File: src/hdl/qep_pkg.sv
// Purpose: shared constants for the quadrature position and speed block
// Assumes: 25 MHz system clock, Avalon-MM register access
// Notes:   offsets are byte addresses of aligned 32-bit words
package qep_pkg;

    // ==========================================================
    // timing
    localparam int unsigned CLK_HZ          = 25000000;
    localparam int unsigned SPEED_TICK_US   = 1000;
    localparam int unsigned SPEED_TICK_CYC  =
        (CLK_HZ / 1000000) * SPEED_TICK_US;

    // ==========================================================
    // register offsets
    localparam logic [5:0] OFS_CTRL       = 6'h00;
    localparam logic [5:0] OFS_FINAL      = 6'h04;
    localparam logic [5:0] OFS_INITIAL    = 6'h08;
    localparam logic [5:0] OFS_COUNT      = 6'h0c;
    localparam logic [5:0] OFS_POS_SCALE  = 6'h10;
    localparam logic [5:0] OFS_SPD_SCALE  = 6'h14;
    localparam logic [5:0] OFS_SPD_SHIFT  = 6'h18;
    localparam logic [5:0] OFS_ANGLE      = 6'h1c;
    localparam logic [5:0] OFS_RATE       = 6'h20;
    localparam logic [5:0] OFS_RATE_RAW   = 6'h24;

    // ==========================================================
    // control register fields
    localparam int unsigned CTRL_QUAD_EN  = 0;
    localparam int unsigned CTRL_FEAT_EN  = 1;
    localparam int unsigned CTRL_CLOCK_SOURCE_SELECT_LO  = 2;
    localparam int unsigned CTRL_DBG_LO   = 4;
    localparam int unsigned CTRL_ZERO     = 8;
    localparam logic [1:0]  CLOCK_SOURCE_SELECT_NONE     = 2'h0;
    localparam logic [1:0]  CLOCK_SOURCE_SELECT_EXT      = 2'h3;
    localparam logic [1:0]  DBG_RUN       = 2'h3;

    // ==========================================================
    // reset values
    localparam logic [15:0] RST_FINAL     = 16'h0fff;
    localparam logic [15:0] RST_INITIAL   = 16'h0000;
    // 2^32 / (1024*4/3) truncated
    localparam logic [31:0] RST_POS_SCALE = 32'h00300000;
    localparam logic [31:0] RST_SPD_SCALE = 32'h00010000;
    localparam logic [4:0]  RST_SPD_SHIFT = 5'h00;
    localparam int unsigned AVG_LOG2      = 2;

endpackage

File: src/hdl/qep_top.sv
// Purpose: encoder position counter with Q1.31 angle and rate words
// Assumes: Avalon-MM slave, 32-bit data, byte addresses
// Notes:   index capture is left to software
//
// Summary of operation
// RQ1 - count every edge of both phases, direction aware
// RQ2 - 1024-pulse encoder spans 0..4095 then wraps
// RQ3 - programmable final and initial wrap values
// RQ4 - quad decode enable drives count from phases
// RQ5 - count only with clock source code 3
// RQ6 - debug behaviour code 3 keeps count running
// RQ7 - two-channel: phases only, no index hardware
// RQ8 - software captures count on index event
// RQ9 - count may be overwritten with zero
// RQ10 - angle is count times position scale
// RQ11 - electrical is pole pairs times mechanical
// RQ12 - position scale is 2^32 over counts per rev
// RQ13 - angle and rate are Q1.31 signed
// RQ14 - angle recomputed on conversion complete event
// RQ15 - rate from angle difference every 1 ms
// RQ16 - rate is difference times speed scale
// RQ17 - moving average smooths computed rate
// RQ18 - tick priority is software's concern
// RQ19 - scale pre-shifted N, product shifted N
// RQ20 - angle difference wraps in two's complement
`timescale 1ns/1ps
`default_nettype none
module qep_top #(
    parameter int unsigned CW       = 16,
    parameter int unsigned TICK_CYC = qep_pkg::SPEED_TICK_CYC
) (
    // clock and reset
    input  wire logic        clk_sys_i,
    input  wire logic        rst_b_i,
    // avalon-mm slave
    input  wire logic [5:0]  avs_address_i,
    input  wire logic        avs_read_i,
    input  wire logic        avs_write_i,
    input  wire logic [31:0] avs_writedata_i,
    input  wire logic [3:0]  avs_byteenable_i,
    output logic      [31:0] avs_readdata_o,
    output logic             avs_waitrequest_o,
    // encoder and system events
    input  wire logic        phase_a_i,
    input  wire logic        phase_b_i,
    input  wire logic        conv_done_i,
    input  wire logic        debug_halt_i,
    // motor loop outputs
    output logic      [31:0] angle_word_o,
    output logic      [31:0] rate_word_o,
    output logic             rate_valid_o
);

    localparam int unsigned AL = qep_pkg::AVG_LOG2;
    localparam int unsigned AN = 1 << AL;

    // ==========================================================
    // registers
    logic [8:0]    ctrl_q;
    logic [CW-1:0] final_q;
    logic [CW-1:0] initial_q;
    logic [31:0]   pos_scale_q;
    logic [31:0]   spd_scale_q;
    logic [4:0]    spd_shift_q;
    logic [31:0]   angle_q;
    logic [31:0]   prev_angle_q;
    logic [31:0]   raw_rate_q;
    logic [31:0]   rate_q;
    logic          rate_vld_q;
    logic [31:0]   tick_cnt_q;
    logic [31:0]   hist_q [AN];
    logic [AL-1:0] hist_ptr_q;
    logic [33:0]   avg_sum_q;
    logic          ack_q;
    logic          wait_q;
    logic [31:0]   rdata_q;
    logic [CW-1:0] count_w;

    // ==========================================================
    // decodes
    function automatic logic [31:0] merge_be(input logic [31:0] old,
                                             input logic [31:0] nw,
                                             input logic [3:0]  be);
        logic [31:0] r;
        r = old;
        for (int i = 0; i < 4; i++) begin
            if (be[i]) begin
                r[8*i +: 8] = nw[8*i +: 8];
            end
        end
        return r;
    endfunction

    wire         wr_w      = avs_write_i & ~ack_q;
    wire         rd_w      = avs_read_i & ~ack_q;
    wire         wr_ctrl_w = wr_w & (avs_address_i == qep_pkg::OFS_CTRL);
    wire [31:0]  ctrl_new_w = merge_be({23'h0, ctrl_q}, avs_writedata_i,
                                       avs_byteenable_i);
    wire [1:0]   clock_source_select_w    = ctrl_q[qep_pkg::CTRL_CLOCK_SOURCE_SELECT_LO +: 2];
    wire [1:0]   dbg_w     = ctrl_q[qep_pkg::CTRL_DBG_LO +: 2];
    wire         halt_ok_w = ~debug_halt_i | (dbg_w == qep_pkg::DBG_RUN);
    wire         run_w     = ctrl_q[qep_pkg::CTRL_QUAD_EN]           // see RQ4
                           & ctrl_q[qep_pkg::CTRL_FEAT_EN]
                           & (clock_source_select_w == qep_pkg::CLOCK_SOURCE_SELECT_EXT)          // see RQ5
                           & halt_ok_w;                             // see RQ6
    wire         zero_w    = wr_ctrl_w & ctrl_new_w[qep_pkg::CTRL_ZERO]; // see RQ9
    wire         tick_w    = (tick_cnt_q == TICK_CYC - 1);

    // angle: count times scale, low 32 bits give wrapping Q1.31
    wire [63:0]  ang_prod_w = {{(64-CW){1'b0}}, count_w} * {32'h0, pos_scale_q};
    wire [31:0]  diff_w     = angle_q - prev_angle_q;          // see RQ20
    wire [63:0]  spd_prod_w = $signed({{32{diff_w[31]}}, diff_w})
                            * $signed({32'h0, spd_scale_q});
    wire [63:0]  spd_shl_w  = spd_prod_w << spd_shift_q;        // see RQ19
    wire [33:0]  avg_nsum_w = avg_sum_q
                            - {{2{hist_q[hist_ptr_q][31]}}, hist_q[hist_ptr_q]}
                            + {{2{raw_rate_q[31]}}, raw_rate_q};

    // ==========================================================
    // phase decoder, phases A and B only
    qep_decoder #(
        .CW (CW)
    ) u_dec (
        .clk_sys_i (clk_sys_i),
        .rst_b_i   (rst_b_i),
        .phase_a_i (phase_a_i),                                 // see RQ7
        .phase_b_i (phase_b_i),
        .run_i     (run_w),
        .zero_i    (zero_w),
        .final_i   (final_q),
        .initial_i (initial_q),
        .count_o   (count_w)
    );

    // ==========================================================
    // register writes
    always_ff @(posedge clk_sys_i) begin
        if (!rst_b_i) begin
            ctrl_q      <= '0;
            final_q     <= qep_pkg::RST_FINAL[CW-1:0];
            initial_q   <= qep_pkg::RST_INITIAL[CW-1:0];
            pos_scale_q <= qep_pkg::RST_POS_SCALE;
            spd_scale_q <= qep_pkg::RST_SPD_SCALE;
            spd_shift_q <= qep_pkg::RST_SPD_SHIFT;
        end else if (wr_w) begin
            unique case (avs_address_i)
                qep_pkg::OFS_CTRL: begin
                    // zero request is a strobe, not stored
                    ctrl_q <= {1'b0, ctrl_new_w[7:0]};
                end
                qep_pkg::OFS_FINAL: begin
                    final_q <= CW'(merge_be(32'(final_q), avs_writedata_i,
                                            avs_byteenable_i));
                end
                qep_pkg::OFS_INITIAL: begin
                    initial_q <= CW'(merge_be(32'(initial_q),
                                              avs_writedata_i,
                                              avs_byteenable_i));
                end
                qep_pkg::OFS_POS_SCALE: begin
                    pos_scale_q <= merge_be(pos_scale_q, avs_writedata_i,
                                            avs_byteenable_i);
                end
                qep_pkg::OFS_SPD_SCALE: begin
                    spd_scale_q <= merge_be(spd_scale_q, avs_writedata_i,
                                            avs_byteenable_i);
                end
                qep_pkg::OFS_SPD_SHIFT: begin
                    if (avs_byteenable_i[0]) begin
                        spd_shift_q <= avs_writedata_i[4:0];
                    end
                end
                default: begin
                end
            endcase
        end
    end

    // ==========================================================
    // angle on conversion event, rate on 1 ms tick
    always_ff @(posedge clk_sys_i) begin
        if (!rst_b_i) begin
            angle_q      <= '0;
            prev_angle_q <= '0;
            tick_cnt_q   <= '0;
            raw_rate_q   <= '0;
        end else begin
            if (conv_done_i) begin
                angle_q <= ang_prod_w[31:0];            // see RQ10 RQ11 RQ12 RQ14
            end
            tick_cnt_q <= tick_w ? '0 : tick_cnt_q + 1'b1;
            if (tick_w) begin
                prev_angle_q <= angle_q;                          // see RQ15
                raw_rate_q   <= spd_shl_w[63:32];       // see RQ16 RQ19 RQ13
            end
        end
    end

    // ==========================================================
    // moving average over the last AN raw rates
    always_ff @(posedge clk_sys_i) begin
        if (!rst_b_i) begin
            hist_ptr_q <= '0;
            avg_sum_q  <= '0;
            rate_q     <= '0;
            rate_vld_q <= 1'b0;
            for (int i = 0; i < AN; i++) begin
                hist_q[i] <= '0;
            end
        end else begin
            rate_vld_q <= 1'b0;
            if (tick_cnt_q == 32'h0000_0001) begin
                // one cycle after the raw rate settled
                hist_q[hist_ptr_q] <= raw_rate_q;
                hist_ptr_q         <= hist_ptr_q + 1'b1;
                avg_sum_q          <= avg_nsum_w;
                rate_q             <= avg_nsum_w[AL +: 32];       // see RQ17
                rate_vld_q         <= 1'b1;
            end
        end
    end

    // ==========================================================
    // bus answer: one wait cycle, then ack
    always_ff @(posedge clk_sys_i) begin
        if (!rst_b_i) begin
            ack_q   <= 1'b0;
            wait_q  <= 1'b1;
            rdata_q <= '0;
        end else begin
            ack_q  <= (avs_read_i | avs_write_i) & ~ack_q;
            // registered copy so the pin comes straight from a flop
            wait_q <= ~((avs_read_i | avs_write_i) & ~ack_q);
            if (rd_w) begin
                unique case (avs_address_i)
                    qep_pkg::OFS_CTRL:      rdata_q <= {23'h0, ctrl_q};
                    qep_pkg::OFS_FINAL:     rdata_q <= 32'(final_q);
                    qep_pkg::OFS_INITIAL:   rdata_q <= 32'(initial_q);
                    qep_pkg::OFS_COUNT:     rdata_q <= 32'(count_w);
                    qep_pkg::OFS_POS_SCALE: rdata_q <= pos_scale_q;
                    qep_pkg::OFS_SPD_SCALE: rdata_q <= spd_scale_q;
                    qep_pkg::OFS_SPD_SHIFT: rdata_q <= {27'h0, spd_shift_q};
                    qep_pkg::OFS_ANGLE:     rdata_q <= angle_q;
                    qep_pkg::OFS_RATE:      rdata_q <= rate_q;
                    qep_pkg::OFS_RATE_RAW:  rdata_q <= raw_rate_q;
                    default:                rdata_q <= 32'h0000_0000;
                endcase
            end
        end
    end

    assign avs_readdata_o    = rdata_q;
    assign avs_waitrequest_o = wait_q;
    assign angle_word_o      = angle_q;
    assign rate_word_o       = rate_q;
    assign rate_valid_o      = rate_vld_q;

endmodule
`default_nettype wire

File: src/hdl/qep_decoder.sv
// Purpose: quadrature edge decoder with modulo wrap position counter
// Assumes: phase inputs already synchronous to clk_sys_i
// Notes:   one count per edge of either phase, four per encoder pulse
`timescale 1ns/1ps
`default_nettype none
module qep_decoder #(
    parameter int unsigned CW = 16
) (
    // clock and reset
    input  wire logic          clk_sys_i,
    input  wire logic          rst_b_i,
    // encoder phases
    input  wire logic          phase_a_i,
    input  wire logic          phase_b_i,
    // control
    input  wire logic          run_i,
    input  wire logic          zero_i,
    input  wire logic [CW-1:0] final_i,
    input  wire logic [CW-1:0] initial_i,
    // count
    output logic      [CW-1:0] count_o
);

    logic          a_q;
    logic          b_q;
    logic [CW-1:0] count_q;
    logic [CW-1:0] count_d;
    wire           edge_w = (phase_a_i ^ a_q) | (phase_b_i ^ b_q);
    // up when the new A differs from the old B
    wire           up_w   = phase_a_i ^ b_q;
    wire           step_w = edge_w & ~((phase_a_i ^ a_q) & (phase_b_i ^ b_q));

    // ==========================================================
    // next count
    always_comb begin
        count_d = count_q;
        if (zero_i) begin
            count_d = '0;                              // see RQ9
        end else if (run_i && step_w) begin            // see RQ1
            if (up_w) begin
                count_d = (count_q == final_i) ? initial_i
                                               : count_q + 1'b1; // see RQ2
            end else begin
                count_d = (count_q == initial_i) ? final_i
                                                 : count_q - 1'b1; // see RQ3
            end
        end
    end

    always_ff @(posedge clk_sys_i) begin
        if (!rst_b_i) begin
            a_q     <= 1'b0;
            b_q     <= 1'b0;
            count_q <= '0;
        end else begin
            a_q     <= phase_a_i;
            b_q     <= phase_b_i;
            count_q <= count_d;
        end
    end

    assign count_o = count_q;

endmodule
`default_nettype wire

File: config.mk
export PLATFORM = sky130hd
export DESIGN_NAME = qep_top
export DESIGN_NICKNAME = d
export VERILOG_FILES = /design/src/hdl/qep_pkg.sv /design/src/hdl/qep_top.sv /design/src/hdl/qep_decoder.sv
export SDC_FILE = /design/constraint.sdc
export NUM_CORES = 2
export LEC_CHECK = 0
export ABC_AREA = 1
export BUFFER_PORTS_ARGS = -buffer_cell sky130_fd_sc_hd__buf_4
export CORE_UTILIZATION = 59
export DETAILED_ROUTE_END_ITERATION = 7
export HOLD_SLACK_MARGIN = 0.05
export PLACE_DENSITY = 0.79
export SLEW_MARGIN = 5
export SYNTH_ARGS = -nofsm -noshare
export SYNTH_HDL_FRONTEND = slang
export SYNTH_SLANG_ARGS = --single-unit
File: constraint.sdc
create_clock -name clk_sys_i -period 8.1 [get_ports clk_sys_i]
set_input_delay 0.81 -clock clk_sys_i [delete_from_list [all_inputs] [get_ports clk_sys_i]]
set_output_delay 0.81 -clock clk_sys_i [all_outputs]
set_load 0.02 [all_outputs]
==> flow_metrics.env <==
export IMPL_status="finished, violations left"
export IMPL_violations="design-rule violations, negative setup slack"
export IMPL_vias_per_cell=5.91
export IMPL_die_h_um=356
export IMPL_drc=8
export IMPL_io_pins=148
export IMPL_htree_levels=2
export IMPL_row_count=129
export IMPL_vias=71300
export IMPL_r2r_setup_slack_ps=-1110
export IMPL_postLayoutSetupSlackWorst_ps=-1110
export IMPL_clk_pin_slew_ps=70
export IMPL_cp_arrival_ps=9770
export IMPL_finalHoldViolCount=0
export IMPL_core_mm2=0.124
export IMPL_grt_total_usage=0.468
export IMPL_reg2regPathDepth=50
export IMPL_syn_area_mm2=0.0739
export IMPL_slowest_delay_ps=630
export IMPL_reg2reg_to="raw_rate_q[11]"
export IMPL_areaGrowthSynthToFinish_pct=17.4
export IMPL_synthCells=9862
export IMPL_grt_pass1_wl_um=440000
export IMPL_dp_slack_ps=-1640
export IMPL_yosys_warnings=0
export IMPL_grt_pass1_vias=69900
export IMPL_crit_required_ps=8660
export IMPL_drtPass1Iterations=8
export IMPL_ys_seq_area_frac=0.141
export IMPL_hp_start="phase_b_i"
export IMPL_dieArea_mm2=0.127
export IMPL_worst_slew_pin_slew_ps=1250
export IMPL_yosysUniqueCellTypes=66
export IMPL_endpoint_kind="register"
export IMPL_report_power_total_mw=12.6
export IMPL_clock_latency_ps=650
export IMPL_clk_path_buf_depth=3
export IMPL_setup_violations=32
export IMPL_p_leak_nw=42.5
export IMPL_drt_iter0_drc=9467
export IMPL_hp_class="in2reg"
export IMPL_max_freq_mhz=109
export IMPL_fillers=10200
export IMPL_tritoncts="built"
export IMPL_rsz0062_at_grt="yes"
export IMPL_overflow=0
export IMPL_min_to="u_dec.b_q"
export IMPL_cts_sinks=456
export IMPL_power_density_mw_per_mm2=145
export IMPL_dp_cells=11900
export IMPL_ir_drop_mv=0.195
export IMPL_period_minus_slack_ps=9210
export IMPL_timing_rr_start="angle_word_o[0]"
export IMPL_die_x_um=356
export IMPL_start_util=0.596
export IMPL_cp_num_buf_inv=13
export IMPL_grt_max_degree=89
export IMPL_crit_top_cell="fa_2"
export IMPL_drive_above_1_share=0.173
export IMPL_io_buffer_count=147
export IMPL_gp_congestion=1.10
export IMPL_async_reset_ff_frac=0
export IMPL_start_kind="register"
export IMPL_slew_violations=0
export IMPL_post_dp_cell_area_mm2=0.0818
export IMPL_relSlewSlack=0.159
export IMPL_instances_no_fill=12100
export IMPL_antenna_found_initial=10
export IMPL_cts_root_buf="clkbuf_16"
export IMPL_yosys_register_bits=456
export IMPL_dp_hpwl_um=244000
export IMPL_nNetsFinal=12100
export IMPL_hold_depth=3
export IMPL_path_max_fanout=6
export IMPL_slowest_stage="fa_2"
export IMPL_synth_edf_count=128
export IMPL_timing_max_cap_violations=0
export IMPL_whs_ps=431
export IMPL_synth_ff_type="dfxtp_1"
export IMPL_final_antenna_net_count=0
export IMPL_drt_total_wl_um=297000
export IMPL_cp_depth=50
export IMPL_fin_crit_sh=1.14
export IMPL_wl_per_cell_um=24.6
export IMPL_final_area_mm2=0.0867
export IMPL_syn_avg_cell_area_um2=7.49
export IMPL_finalClockSkew_ps=65.5
export IMPL_critPathKind="reg2reg"
export IMPL_path_delay_family="adder cells"
export IMPL_syn_nets=11600
export IMPL_cts_buffers=46
[tightest hold or removal path, cell delays in order]
cell and delay, ps:
buf_4 90, nand2_1 50, inv_1 40
[logic make-up after synthesis]
logic type	synth area share
multiplexers	0.000406
XOR/XNOR	0.0149
AO/OA/AOI/OAI	0.0766
buffers and inverters	0.139
adder cells (fa/ha/maj)	0.407
AND/OR/NAND/NOR	0.222
flip-flops	0.141
[synth_stat cells, types with 12 or more instances]
| library cell | number | area share |
|---|---|---|
| nor2_1 | 926 | 0.047 |
| inv_1 | 2118 | 0.11 |
| a22oi_1 | 22 | 0.0022 |
| buf_2 | 42 | 0.0028 |
| a21oi_1 | 339 | 0.023 |
| o21ai_0 | 381 | 0.026 |
| clkinv_1 | 32 | 0.0016 |
| edfxtp_1 | 128 | 0.052 |
| nor4_1 | 18 | 0.0015 |
| buf_1 | 60 | 0.0030 |
| ha_1 | 427 | 0.072 |
| xor2_1 | 75 | 0.0089 |
| clkbuf_1 | 362 | 0.018 |
| o221ai_1 | 17 | 0.0020 |
| o21bai_1 | 14 | 0.0014 |
| nor3_1 | 101 | 0.0068 |
| a221oi_1 | 16 | 0.0019 |
| o22ai_1 | 101 | 0.0086 |
| nand2_1 | 2044 | 0.10 |
| dfxtp_1 | 328 | 0.089 |
| nor2_2 | 27 | 0.0023 |
| or2_2 | 25 | 0.0021 |
| nand4_1 | 47 | 0.0040 |
| fa_1 | 1235 | 0.33 |
| nand3_1 | 693 | 0.047 |
| inv_2 | 12 | 0.00061 |
| xnor2_1 | 51 | 0.0060 |
| buf_4 | 37 | 0.0038 |
| a31oi_1 | 29 | 0.0025 |
| o211ai_1 | 32 | 0.0033 |
[layout make-up]
type / count / area [µm²] / share of cell area
inverter: 2162 / 8140 / 0.0939
multi-input combinational: 6738 / 56300 / 0.649
tap: 1637 / 2050 / 0.0236
antenna: 9 / 22.5 / 0.000260
clock buffer: 66 / 1300 / 0.0150
sequential: 456 / 10400 / 0.120
timing repair buffer: 980 / 8260 / 0.0952
clock inverter: 18 / 216 / 0.00250
[metrics by stage]
step	TNS (ps)	utilization
2_1_floorplan	-0.485	-
3_3_place_gp	-44990	0.660
3_5_place_dp	-45980	0.660
4_1_cts	-29010	0.689
5_1_grt	-42740	0.699
6_report	-33070	0.700
[registers in the layout (all words and copies together) (netlist names), 2 cells and up, named ones only]
register and flops:
spd_shift_q 5, spd_scale_q 32, raw_rate_q 32, tick_cnt_q 32, hist_q 128, avg_sum_q 2
hist_ptr_q 2, pos_scale_q 32, u_dec.count_o 16, prev_angle_q 32, angle_word_o 32, avs_readdata_o 32
rate_word_o 32, ctrl_q 8, initial_q 16, final_q 16
[routing by layer]
layer | routed length [µm] | vias to the layer above | GRT usage
li1 | - | 31000 | -
met1 | 114000 | 34400 | 0.646
met2 | 120000 | 5019 | 0.651
met3 | 45400 | 847 | 0.169
met4 | 17900 | 8 | 0.221
met5 | 90 | - | 0.00264
[where the power goes]
group	internal (mW)	switching (mW)	total [mW]	leakage, nW
registers	2.42	0.0597	2.48	4.00
logic	2.96	4.91	7.87	37.8
clock network	1.23	1.03	2.26	0.740
total	6.60	6.00	12.6	42.5
[timing repair]
action	in CTS	in global routing
hold endpoints to repair	0	0
pin swaps	203	160
resized for setup	477	270
cloned	0	0
hold buffers	0	0
setup buffers	30	20
endpoints found under the setup margin	32	32
[worst max path at each step]
stage,start,to,slack [ps]
3_5_place_dp,prev_angle_q[2],raw_rate_q[7],-1640
4_1_cts,angle_word_o[0],raw_rate_q[17],-960
5_1_grt,angle_word_o[0],raw_rate_q[28],-1410
6_report,angle_word_o[0],raw_rate_q[11],-1110
3_3_place_gp,angle_word_o[0],raw_rate_q[7],-1680
2_1_floorplan,angle_word_o[8],raw_rate_q[19],-0.5
[layout by cell type (no fill, tap or decap), types with 60 or more instances in the layout]
master    instances
inv_1          2059
nand2_1        1879
fa_1           1185
buf_4           894
nor2_1          859
nand3_1         520
ha_1            379
o21ai_0         370
dfxtp_1         310
a21oi_1         300
nand3_2         161
nand2_2         138
edfxtp_1        128
o22ai_1         101
nor3_1           94
xor2_1           75
buf_12           65
inv_2            64
nor2_2           60
No activity file was read; power rests on OpenSTA's default activity.
